File: config.mk
export PLATFORM = sky130hd
export DESIGN_NAME = cawt_area_timer
export DESIGN_NICKNAME = d
export VERILOG_FILES = /design/src/cawt_pkg.sv /design/src/cawt_ctr_if.sv /design/src/cawt_area_timer.sv /design/src/cawt_wait_ctr.sv
export VERILOG_INCLUDE_DIRS = /design/src /design/src/src
export SDC_FILE = /design/constraint.sdc
export NUM_CORES = 1
export LEC_CHECK = 0
export ABC_AREA = 1
export BUFFER_PORTS_ARGS = -buffer_cell sky130_fd_sc_hd__buf_2
export CAP_MARGIN = 25
export CORE_MARGIN = 5
export CORE_UTILIZATION = 45
export DETAILED_ROUTE_END_ITERATION = 16
export GPL_TIMING_DRIVEN = 0
export HOLD_SLACK_MARGIN = 0.02
export PLACE_DENSITY = 0.75
export SETUP_SLACK_MARGIN = 0.15
export SYNTH_ARGS = -nofsm -noshare
export SYNTH_HDL_FRONTEND = slang
export SYNTH_HIERARCHICAL = 1
export SYNTH_SLANG_ARGS = --single-unit
File: constraint.sdc
create_clock -name ref_clk_in -period 2.12 [get_ports ref_clk_in]
set_clock_uncertainty 0.1 [all_clocks]
set_input_delay 0.212 -clock ref_clk_in [delete_from_list [all_inputs] [get_ports ref_clk_in]]
set_output_delay 0.212 -clock ref_clk_in [all_outputs]
set_load 0.05 [all_outputs]
File: src/cawt_cfg.svh
// offsets, field positions, reset values and timing counts of the area timer
`ifndef CAWT_CFG_SVH
`define CAWT_CFG_SVH

`define CAWT_AW            8
`define CAWT_OFF_WAITCFG   8'h00
`define CAWT_OFF_STATUS    8'h04

`define CAWT_RW_HI         10
`define CAWT_RW_LO         7
`define CAWT_MASK_BIT      6
`define CAWT_HOLD_HI       1
`define CAWT_HOLD_LO       0
`define CAWT_WW_HI         18
`define CAWT_WW_LO         16

`define CAWT_RW_RST        4'h a
`define CAWT_MASK_RST      1'h0
`define CAWT_HOLD_RST      2'h0
`define CAWT_WW_RST        3'h0
`define CAWT_WW_SAME       3'h0

`define CAWT_CW            5
`define CAWT_LIN_MAX       4'h6
`define CAWT_WAIT_7        5'h08
`define CAWT_WAIT_8        5'h0a
`define CAWT_WAIT_9        5'h0c
`define CAWT_WAIT_A        5'h0e
`define CAWT_WAIT_B        5'h12
`define CAWT_WAIT_C        5'h18
`define CAWT_ZERO_CNT      5'h00

`endif

File: src/cawt_pkg.sv
// types and the wait-code decoder shared by the area timer modules
`include "cawt_cfg.svh"

package cawt_pkg;

	typedef enum logic [4:0] {
		CAWT_IDLE   = 5'b0_0001,
		CAWT_STROBE = 5'b0_0010,
		CAWT_HOLD   = 5'b0_0100,
		CAWT_END    = 5'b0_1000,
		CAWT_SPARE  = 5'b1_0000
	} cawt_state_t;

	typedef logic [`CAWT_CW-1:0] cawt_cnt_t;

	// read wait code to cycle count; prohibited codes give zero
	function automatic cawt_cnt_t cawt_decode_wait(input logic [3:0] code);
		cawt_cnt_t val;
		val = `CAWT_ZERO_CNT;
		if (code <= `CAWT_LIN_MAX)
			val = cawt_cnt_t'(code);
		else if (code == 4'h7)
			val = `CAWT_WAIT_7;
		else if (code == 4'h8)
			val = `CAWT_WAIT_8;
		else if (code == 4'h9)
			val = `CAWT_WAIT_9;
		else if (code == 4'ha)
			val = `CAWT_WAIT_A;
		else if (code == 4'hb)
			val = `CAWT_WAIT_B;
		else if (code == 4'hc)
			val = `CAWT_WAIT_C;
		return val;
	endfunction : cawt_decode_wait

endpackage : cawt_pkg

File: src/cawt_ctr_if.sv
// load and status link between the access sequencer and its cycle counter
`timescale 1ns/1ps

interface cawt_ctr_if;
	import cawt_pkg::*;
	logic       load;
	cawt_cnt_t  load_val;
	logic       zero;

	modport seq (output load, output load_val, input zero);
	modport ctr (input load, input load_val, output zero);
endinterface : cawt_ctr_if

File: src/cawt_area_timer.sv
// access timer for one chip-select area of the external memory bus
//
// Operation
// read waits per 4-bit code: 0-6 linear, then 8,10,12,14,18,24 cycles.
// software must never program read wait codes 1101, 1110 or 1111.
// read wait code resets to 1010, fourteen wait cycles.
// mask bit 0 honours external wait, 1 ignores it; resets to 0.
// mask setting applies even with zero programmed wait cycles.
// bits 5 to 2 always read 0; software writes 0 there.
// select and address hold after strobe: 0.5, 1.5, 2.5, 3.5 cycles; the code holds select 1, 2, 3 or 4 whole cycles.
// hold field resets to 00, the half-cycle hold; in the code 00 gives a one-cycle hold.
// write wait code 000 makes writes use the read wait count.
// programmed waits elapse first, then unmasked external wait stretches.
//
// Local design decisions: the strobed register port and the placing of the registers.
`timescale 1ns/1ps
`include "cawt_cfg.svh"

module cawt_area_timer
	import cawt_pkg::*;
#(
	parameter int ADDR_W = 24,
	parameter int DATA_W = 16
)
(
	// clock and reset
	input  wire logic                 ref_clk_in,
	input  wire logic                 resetn_in,
	// register port
	input  wire logic [`CAWT_AW-1:0]  reg_addr_in,
	input  wire logic [31:0]          reg_wdata_in,
	input  wire logic                 reg_wr_in,
	input  wire logic                 reg_rd_in,
	output      logic [31:0]          reg_rdata_out,
	// internal access request
	input  wire logic                 acc_req_in,
	input  wire logic                 acc_write_in,
	input  wire logic [ADDR_W-1:0]    acc_addr_in,
	input  wire logic [DATA_W-1:0]    acc_wdata_in,
	output      logic                 acc_ready_out,
	output      logic                 acc_done_out,
	output      logic [DATA_W-1:0]    acc_rdata_out,
	// external memory pins
	output      logic [ADDR_W-1:0]    mem_addr_out,
	output      logic                 area_select_n_out,
	output      logic                 read_strobe_n_out,
	output      logic                 byte_lane_strobe_n_out,
	output      logic [DATA_W-1:0]    mem_data_out,
	output      logic                 mem_data_oe_n_out,
	input  wire logic [DATA_W-1:0]    mem_data_in,
	input  wire logic                 ext_wait_in
);
	if (ADDR_W < 1 || ADDR_W > 32 || DATA_W < 1 || DATA_W > 32)
	begin : g_bad_width
		$error("cawt_area_timer: widths must be 1 to 32");
	end

	//--------------------------------------------------------------------
	// configuration register
	//--------------------------------------------------------------------
	logic [3:0] read_wait_count_r;
	logic [3:0] read_wait_count_nxt;
	logic       ext_wait_mask_r;
	logic       ext_wait_mask_nxt;
	logic [1:0] strobe_hold_delay_r;
	logic [1:0] strobe_hold_delay_nxt;
	logic [2:0] write_wait_count_r;
	logic [2:0] write_wait_count_nxt;
	logic [31:0] rdata_r;
	logic [31:0] rdata_nxt;
	logic        cfg_written_r;
	logic        cfg_written_nxt;
	logic        wr_cfg;

	cawt_state_t state_r;
	cawt_state_t state_nxt;

	assign wr_cfg = reg_wr_in && (reg_addr_in == `CAWT_OFF_WAITCFG);

	always_comb
	begin
		read_wait_count_nxt   = read_wait_count_r;
		ext_wait_mask_nxt     = ext_wait_mask_r;
		strobe_hold_delay_nxt = strobe_hold_delay_r;
		write_wait_count_nxt  = write_wait_count_r;
		cfg_written_nxt       = cfg_written_r;
		rdata_nxt             = 32'h0000_0000;
		if (wr_cfg)
		begin
			read_wait_count_nxt   = reg_wdata_in[`CAWT_RW_HI:`CAWT_RW_LO];
			ext_wait_mask_nxt     = reg_wdata_in[`CAWT_MASK_BIT];
			strobe_hold_delay_nxt = reg_wdata_in[`CAWT_HOLD_HI:`CAWT_HOLD_LO];
			write_wait_count_nxt  = reg_wdata_in[`CAWT_WW_HI:`CAWT_WW_LO];
			cfg_written_nxt       = 1'b1;
		end
		if (reg_rd_in)
		begin
			if (reg_addr_in == `CAWT_OFF_WAITCFG)
			begin
				// bits 5 to 2 are never stored and read as zero
				rdata_nxt[`CAWT_WW_HI:`CAWT_WW_LO]     = write_wait_count_r;
				rdata_nxt[`CAWT_RW_HI:`CAWT_RW_LO]     = read_wait_count_r;
				rdata_nxt[`CAWT_MASK_BIT]              = ext_wait_mask_r;
				rdata_nxt[`CAWT_HOLD_HI:`CAWT_HOLD_LO] = strobe_hold_delay_r;
			end
			else if (reg_addr_in == `CAWT_OFF_STATUS)
			begin
				rdata_nxt[4:0] = state_r;
			end
		end
	end

	always_ff @(posedge ref_clk_in or negedge resetn_in)
	begin
		if (!resetn_in)
		begin
			read_wait_count_r   <= `CAWT_RW_RST;
			ext_wait_mask_r     <= `CAWT_MASK_RST;
			strobe_hold_delay_r <= `CAWT_HOLD_RST;
			write_wait_count_r  <= `CAWT_WW_RST;
			cfg_written_r       <= 1'b0;
			rdata_r             <= 32'h0000_0000;
		end
		else
		begin
			read_wait_count_r   <= read_wait_count_nxt;
			ext_wait_mask_r     <= ext_wait_mask_nxt;
			strobe_hold_delay_r <= strobe_hold_delay_nxt;
			write_wait_count_r  <= write_wait_count_nxt;
			cfg_written_r       <= cfg_written_nxt;
			rdata_r             <= rdata_nxt;
		end
	end

	assign reg_rdata_out = rdata_r;

	//--------------------------------------------------------------------
	// pin synchronisers
	//--------------------------------------------------------------------
	logic              wait_meta_r;
	logic              wait_sync_r;
	logic [DATA_W-1:0] data_meta_r;
	logic [DATA_W-1:0] data_sync_r;

	always_ff @(posedge ref_clk_in or negedge resetn_in)
	begin
		if (!resetn_in)
		begin
			wait_meta_r <= 1'b0;
			wait_sync_r <= 1'b0;
			data_meta_r <= '0;
			data_sync_r <= '0;
		end
		else
		begin
			wait_meta_r <= ext_wait_in;
			wait_sync_r <= wait_meta_r;
			data_meta_r <= mem_data_in;
			data_sync_r <= data_meta_r;
		end
	end

	//--------------------------------------------------------------------
	// access sequencer
	//--------------------------------------------------------------------
	cawt_ctr_if cif ();

	cawt_wait_ctr u_ctr (
		.ref_clk_in (ref_clk_in),
		.resetn_in  (resetn_in),
		.cif        (cif.ctr)
	);

	cawt_cnt_t         wait_cycles;
	logic              ext_stall;
	logic              is_write_r;
	logic              is_write_nxt;
	logic [ADDR_W-1:0] addr_r;
	logic [ADDR_W-1:0] addr_nxt;
	logic [DATA_W-1:0] wdata_r;
	logic [DATA_W-1:0] wdata_nxt;
	logic [DATA_W-1:0] acc_rdata_r;
	logic [DATA_W-1:0] acc_rdata_nxt;
	logic              sel_n_r;
	logic              sel_n_nxt;
	logic              rd_n_r;
	logic              rd_n_nxt;
	logic              wr_n_r;
	logic              wr_n_nxt;
	logic              done_r;
	logic              done_nxt;
	logic              ready_r;
	logic              ready_nxt;
	logic              oe_n_r;
	logic              oe_n_nxt;

	always_comb
	begin
		wait_cycles = cawt_decode_wait(read_wait_count_r);
		if (acc_write_in && write_wait_count_r != `CAWT_WW_SAME)
			wait_cycles = cawt_cnt_t'(write_wait_count_r - 3'h1);
	end

	// external wait only counts while unmasked
	assign ext_stall = wait_sync_r && !ext_wait_mask_r;

	always_comb
	begin
		state_nxt     = state_r;
		is_write_nxt  = is_write_r;
		addr_nxt      = addr_r;
		wdata_nxt     = wdata_r;
		acc_rdata_nxt = acc_rdata_r;
		sel_n_nxt     = sel_n_r;
		rd_n_nxt      = rd_n_r;
		wr_n_nxt      = wr_n_r;
		done_nxt      = 1'b0;
		ready_nxt     = ready_r;
		cif.load      = 1'b0;
		cif.load_val  = `CAWT_ZERO_CNT;
		case (state_r)
			CAWT_IDLE:
			begin
				if (acc_req_in)
				begin
					state_nxt    = CAWT_STROBE;
					is_write_nxt = acc_write_in;
					addr_nxt     = acc_addr_in;
					wdata_nxt    = acc_wdata_in;
					sel_n_nxt    = 1'b0;
					rd_n_nxt     = acc_write_in;
					wr_n_nxt     = !acc_write_in;
					ready_nxt    = 1'b0;
					cif.load     = 1'b1;
					cif.load_val = wait_cycles;
				end
			end
			CAWT_STROBE:
			begin
				// count first, then the unmasked external wait
				if (cif.zero && !ext_stall)
				begin
					state_nxt    = CAWT_HOLD;
					rd_n_nxt     = 1'b1;
					wr_n_nxt     = 1'b1;
					if (!is_write_r)
						acc_rdata_nxt = data_sync_r;
					cif.load     = 1'b1;
					cif.load_val = cawt_cnt_t'(strobe_hold_delay_r);
				end
			end
			CAWT_HOLD:
			begin
				if (cif.zero)
				begin
					state_nxt = CAWT_END;
					sel_n_nxt = 1'b1;
					done_nxt  = 1'b1;
				end
			end
			CAWT_END:
			begin
				state_nxt = CAWT_IDLE;
				ready_nxt = 1'b1;
			end
			default:
			begin
				state_nxt = CAWT_IDLE;
				sel_n_nxt = 1'b1;
				rd_n_nxt  = 1'b1;
				wr_n_nxt  = 1'b1;
				ready_nxt = 1'b1;
			end
		endcase
		// data bus driven only while a write holds the area selected
		oe_n_nxt = sel_n_nxt || !is_write_nxt;
	end

	always_ff @(posedge ref_clk_in or negedge resetn_in)
	begin
		if (!resetn_in)
		begin
			state_r     <= CAWT_IDLE;
			is_write_r  <= 1'b0;
			addr_r      <= '0;
			wdata_r     <= '0;
			acc_rdata_r <= '0;
			sel_n_r     <= 1'b1;
			rd_n_r      <= 1'b1;
			wr_n_r      <= 1'b1;
			done_r      <= 1'b0;
			ready_r     <= 1'b1;
			oe_n_r      <= 1'b1;
		end
		else
		begin
			state_r     <= state_nxt;
			is_write_r  <= is_write_nxt;
			addr_r      <= addr_nxt;
			wdata_r     <= wdata_nxt;
			acc_rdata_r <= acc_rdata_nxt;
			sel_n_r     <= sel_n_nxt;
			rd_n_r      <= rd_n_nxt;
			wr_n_r      <= wr_n_nxt;
			done_r      <= done_nxt;
			ready_r     <= ready_nxt;
			oe_n_r      <= oe_n_nxt;
		end
	end

	assign mem_addr_out           = addr_r;
	assign area_select_n_out      = sel_n_r;
	assign read_strobe_n_out      = rd_n_r;
	assign byte_lane_strobe_n_out = wr_n_r;
	assign mem_data_out           = wdata_r;
	assign mem_data_oe_n_out      = oe_n_r;
	assign acc_ready_out          = ready_r;
	assign acc_done_out           = done_r;
	assign acc_rdata_out          = acc_rdata_r;

	//--------------------------------------------------------------------
	// checks
	//--------------------------------------------------------------------
	a_reset_wait_code: assert property (@(posedge ref_clk_in)
		disable iff (!resetn_in)
		!cfg_written_r |-> (read_wait_count_r == `CAWT_RW_RST &&
		strobe_hold_delay_r == `CAWT_HOLD_RST && !ext_wait_mask_r))
		else $error("configuration lost its reset value");

	a_rsvd_read_zero: assert property (@(posedge ref_clk_in)
		disable iff (!resetn_in)
		reg_rdata_out[5:2] == 4'h0)
		else $error("reserved bits read nonzero");

	a_read_wait_len: assert property (@(posedge ref_clk_in)
		disable iff (!resetn_in)
		(state_r == CAWT_IDLE && acc_req_in && !acc_write_in &&
		read_wait_count_r == `CAWT_RW_RST) |->
		(cif.load && cif.load_val == `CAWT_WAIT_A))
		else $error("read wait not loaded from code");

	a_mask_ignores: assert property (@(posedge ref_clk_in)
		disable iff (!resetn_in)
		(state_r == CAWT_STROBE && cif.zero && ext_wait_mask_r) |=>
		(state_r == CAWT_HOLD && read_strobe_n_out &&
		byte_lane_strobe_n_out))
		else $error("masked wait still stretched the strobe");

	a_wait_stretches: assert property (@(posedge ref_clk_in)
		disable iff (!resetn_in)
		(state_r == CAWT_STROBE && cif.zero && wait_sync_r &&
		!ext_wait_mask_r) |=> (state_r == CAWT_STROBE))
		else $error("unmasked wait failed to stretch");

	a_count_first: assert property (@(posedge ref_clk_in)
		disable iff (!resetn_in)
		(state_r == CAWT_STROBE && !cif.zero) |=> state_r == CAWT_STROBE)
		else $error("strobe ended before wait count");

	a_hold_time: assert property (@(posedge ref_clk_in)
		disable iff (!resetn_in)
		(state_r == CAWT_STROBE && $past(state_r) == CAWT_STROBE &&
		strobe_hold_delay_r == 2'h0 && cif.zero && !ext_stall) |=>
		!area_select_n_out ##1 area_select_n_out)
		else $error("select hold after strobe is wrong");

	a_write_same_wait: assert property (@(posedge ref_clk_in)
		disable iff (!resetn_in)
		(state_r == CAWT_IDLE && acc_req_in && acc_write_in &&
		write_wait_count_r == `CAWT_WW_SAME) |->
		cif.load_val == cawt_decode_wait(read_wait_count_r))
		else $error("write wait ignored the read wait code");

	a_select_covers: assert property (@(posedge ref_clk_in)
		disable iff (!resetn_in)
		(!read_strobe_n_out || !byte_lane_strobe_n_out) |->
		!area_select_n_out)
		else $error("strobe active without area select");
endmodule : cawt_area_timer

File: src/cawt_wait_ctr.sv
// down counter that times the strobe and hold phases
`timescale 1ns/1ps

module cawt_wait_ctr
	import cawt_pkg::*;
(
	// clock and reset
	input  wire logic ref_clk_in,
	input  wire logic resetn_in,
	// sequencer link
	cawt_ctr_if.ctr   cif
);
	cawt_cnt_t count_r;
	cawt_cnt_t count_nxt;

	always_comb
	begin
		count_nxt = count_r;
		if (cif.load)
			count_nxt = cif.load_val;
		else if (count_r != `CAWT_ZERO_CNT)
			count_nxt = count_r - cawt_cnt_t'(1);
	end

	always_ff @(posedge ref_clk_in or negedge resetn_in)
	begin
		if (!resetn_in)
			count_r <= `CAWT_ZERO_CNT;
		else
			count_r <= count_nxt;
	end

	assign cif.zero = (count_r == `CAWT_ZERO_CNT);

	a_ctr_counts_down: assert property (@(posedge ref_clk_in)
		disable iff (!resetn_in)
		(!cif.load && count_r != `CAWT_ZERO_CNT) |=>
		count_r == $past(count_r) - cawt_cnt_t'(1))
		else $error("wait counter did not count down");
endmodule : cawt_wait_ctr

==> impl_metrics.json <==
{
  "avgViaCountPerCell": 4.82,
  "grt_use_total": 0.213,
  "syn_area_mm2": 0.00507,
  "io_pins": 197,
  "slew_violations": 0,
  "synth_edf_count": 0,
  "dp_hpwl_um": 8890,
  "synth-seq-area-share": 0.633,
  "crit_required_ns": 2.31,
  "die_area_mm2": 0.0135,
  "ant_nets": 0,
  "grt-ovfl-total": 0,
  "hold_slack_ns": 0.0501,
  "portBuffers": 154,
  "clockRootBuffer": "clkbuf_16",
  "die_w_um": 116,
  "final_net_count": 906,
  "synth_seq_cells": 128,
  "synth_flop_cell": "dfrtp_1",
  "rsz0062_at_grt": "false",
  "p_total_mw": 10.7,
  "cp_max_fo": 10,
  "num_rows": 38,
  "cts.path.max_buffers": 2,
  "syn_area_per_cell_um2": 9.59,
  "start_util": 0.464,
  "ys_top_cells_by_count": "nand2_1, dfrtp_1, nand3_1",
  "design.core.area_mm2": 0.0109,
  "worstSetupStartpointType": "flop",
  "cts_buffers": 17,
  "ys_types": 32,
  "routed_wl_um": 13800,
  "power-per-cell-area_mw_per_mm2": 1430,
  "synth_largest_area_cell": "dfrtp_1",
  "grt_first_pass_wirelength_um": 22400,
  "clock_tree.htree_level_count": 4,
  "cts.reportedPaths.clkPinSlew_ns": 0.06,
  "async_reset_ff_frac": 1.00,
  "post-route-min-period_ns": 1.84,
  "synthTopCellsByArea": "dfrtp_1, nand2_1, dfstp_2",
  "synth.most_common_cell": "nand2_1",
  "period_share": 0.867,
  "layout-area-overhead-vs-synth_pct": 47.8,
  "drtPass1Iterations": 9,
  "status": "finished, final reports clean",
  "finalHoldViolCount": 0,
  "die_y_um": 116,
  "vias": 4588,
  "cap_violations": 0,
  "clock-sinks": 128,
  "max_freq_mhz": 544,
  "worst_setup_path_end_kind": "flop",
  "worstSetupPathType": "flop to flop",
  "fin_util": 0.686,
  "ys.warnings.count": 6,
  "cts_tree": "done",
  "hp-class": "primary input to flop",
  "antenna_found_initial": 0,
  "setup_tns_ns": 0,
  "wl_per_cell_um": 14.5,
  "insertion_delay_ns": 0.40,
  "setup_viol_count_final": 0,
  "grt_start_max_net_pins": 75,
  "antenna_cells": 0,
  "drive_gt1_frac": 0.313,
  "crit_arrival_ns": 2.02,
  "synth_top_cell_area_share": 0.592,
  "route.detailed.drc": 0,
  "grt_pass1_vias": 4794,
  "p_leak_nw": 4.07,
  "synthCells": 529,
  "vdd_drop_max_mv": 0.934,
  "place.gp.congestion": 0.817,
  "drtIter0Drc": 194
}
## registers in the layout, summed over array words and instances (netlist names), 2 cells and up
name	flops
mem_addr_out	24
acc_rdata_out	16
data_meta_r	16
data_sync_r	16
mem_data_out	16
reg_rdata_out	12
u_ctr/count_r	5
read_wait_count_r	4
state_r	4
write_wait_count_r	3
strobe_hold_delay_r	2
## critical path: stages (launching register included)
cell     delay (ns)
dfrtp_1        0.38
inv_2          0.08
ha_4           0.16
nand3_2        0.10
inv_2          0.08
nand2_1        0.09
inv_2          0.11
nand2_8        0.10
buf_12         0.16
nand2_8        0.07
inv_2          0.06
nand2_2        0.08
inv_2          0.03
nand2_1        0.04
nand2_1        0.06
## what timing repair did
action | CTS | global route
gates resized for setup | 6 | 10
endpoints found under the hold margin | 126 | 0
pin swaps | 0 | 2
buffers inserted | 0 | 7
hold buffers | 71 | 0
endpoints found under the setup margin | 5 | 5
## layout by cell type (no fill, tap or decap), drive strengths merged, types with 7 or more instances in the layout
cell,n
buf,190
nand2,227
nor4,7
inv,29
nor2,17
clkinv,8
dfrtp,120
o21ai,31
dlygate4sd3,71
nand3,38
clkbuf,23
conb,20
dfstp,8
## where the power goes
group	switching (mW)	total (mW)	internal, mW
Combinational	3.34	4.49	1.15
Sequential	0.409	3.54	3.13
Clock	1.06	2.70	1.64
Total	4.81	10.7	5.91
## final timing paths
kind / from / endpoint / slack (ns) / cells after the start
worst max-delay path: u_ctr/count_r[1] / u_ctr/count_r[3] / 0.28 / 14
worst min-delay path: acc_req_in / acc_ready_out / 0.05 / 4
worst max register to register: u_ctr/count_r[1] / u_ctr/count_r[3] / 0.28 / 14
worst min register to register: data_meta_r[15] / data_sync_r[15] / 0.24 / 0
max in group asynchronous: resetn_in / read_wait_count_r[1] / 0.92 / 3
min in group asynchronous: resetn_in / mem_addr_out[15] / 0.24 / 2
## per-stage QoR
stage               instance area (um2)  instances  setup slack (ns)
detailed placement                 6130        843            -0.111
finish                             7500        952             0.283
global route                       7500        952             0.133
global placement                   6090        842            -0.786
floorplan                          5150        548             0.207
CTS                                7410        945             0.159
## cell families (layout without fill, tap and decap cells)
family / after synthesis / in the layout / share of synthesized area
xor gates and xnor gates: 1 / 1 / 0.00173
adders and majority gates: 3 / 3 / 0.00740
other: 1 / 20 / 0.000739
AOI/OAI and AO/OA: 37 / 37 / 0.0365
DFF: 128 / 128 / 0.633
and+or+nand+nor: 299 / 299 / 0.256
buffers and inverters: 60 / 324 / 0.0646
## area by class of cell
class	instances	area (um2)
Timing Repair Buffer	233	1570
Clock inverter	13	114
Clock buffer	18	439
Fill cell	790	3430
Buffer	33	236
Tap cell	140	175
Inverter	27	101
Sequential cell	128	3210
Multi-Input combinational cell	360	1660
## layer usage
| metal | wire, um | track usage |
|---|---|---|
| met4 | 346 | 0.0967 |
| met1 | 5150 | 0.240 |
| met2 | 7150 | 0.372 |
| met3 | 1180 | 0.0642 |
| met5 | 0 | 0 |
Note: power is estimated with default switching activity, not from simulation.
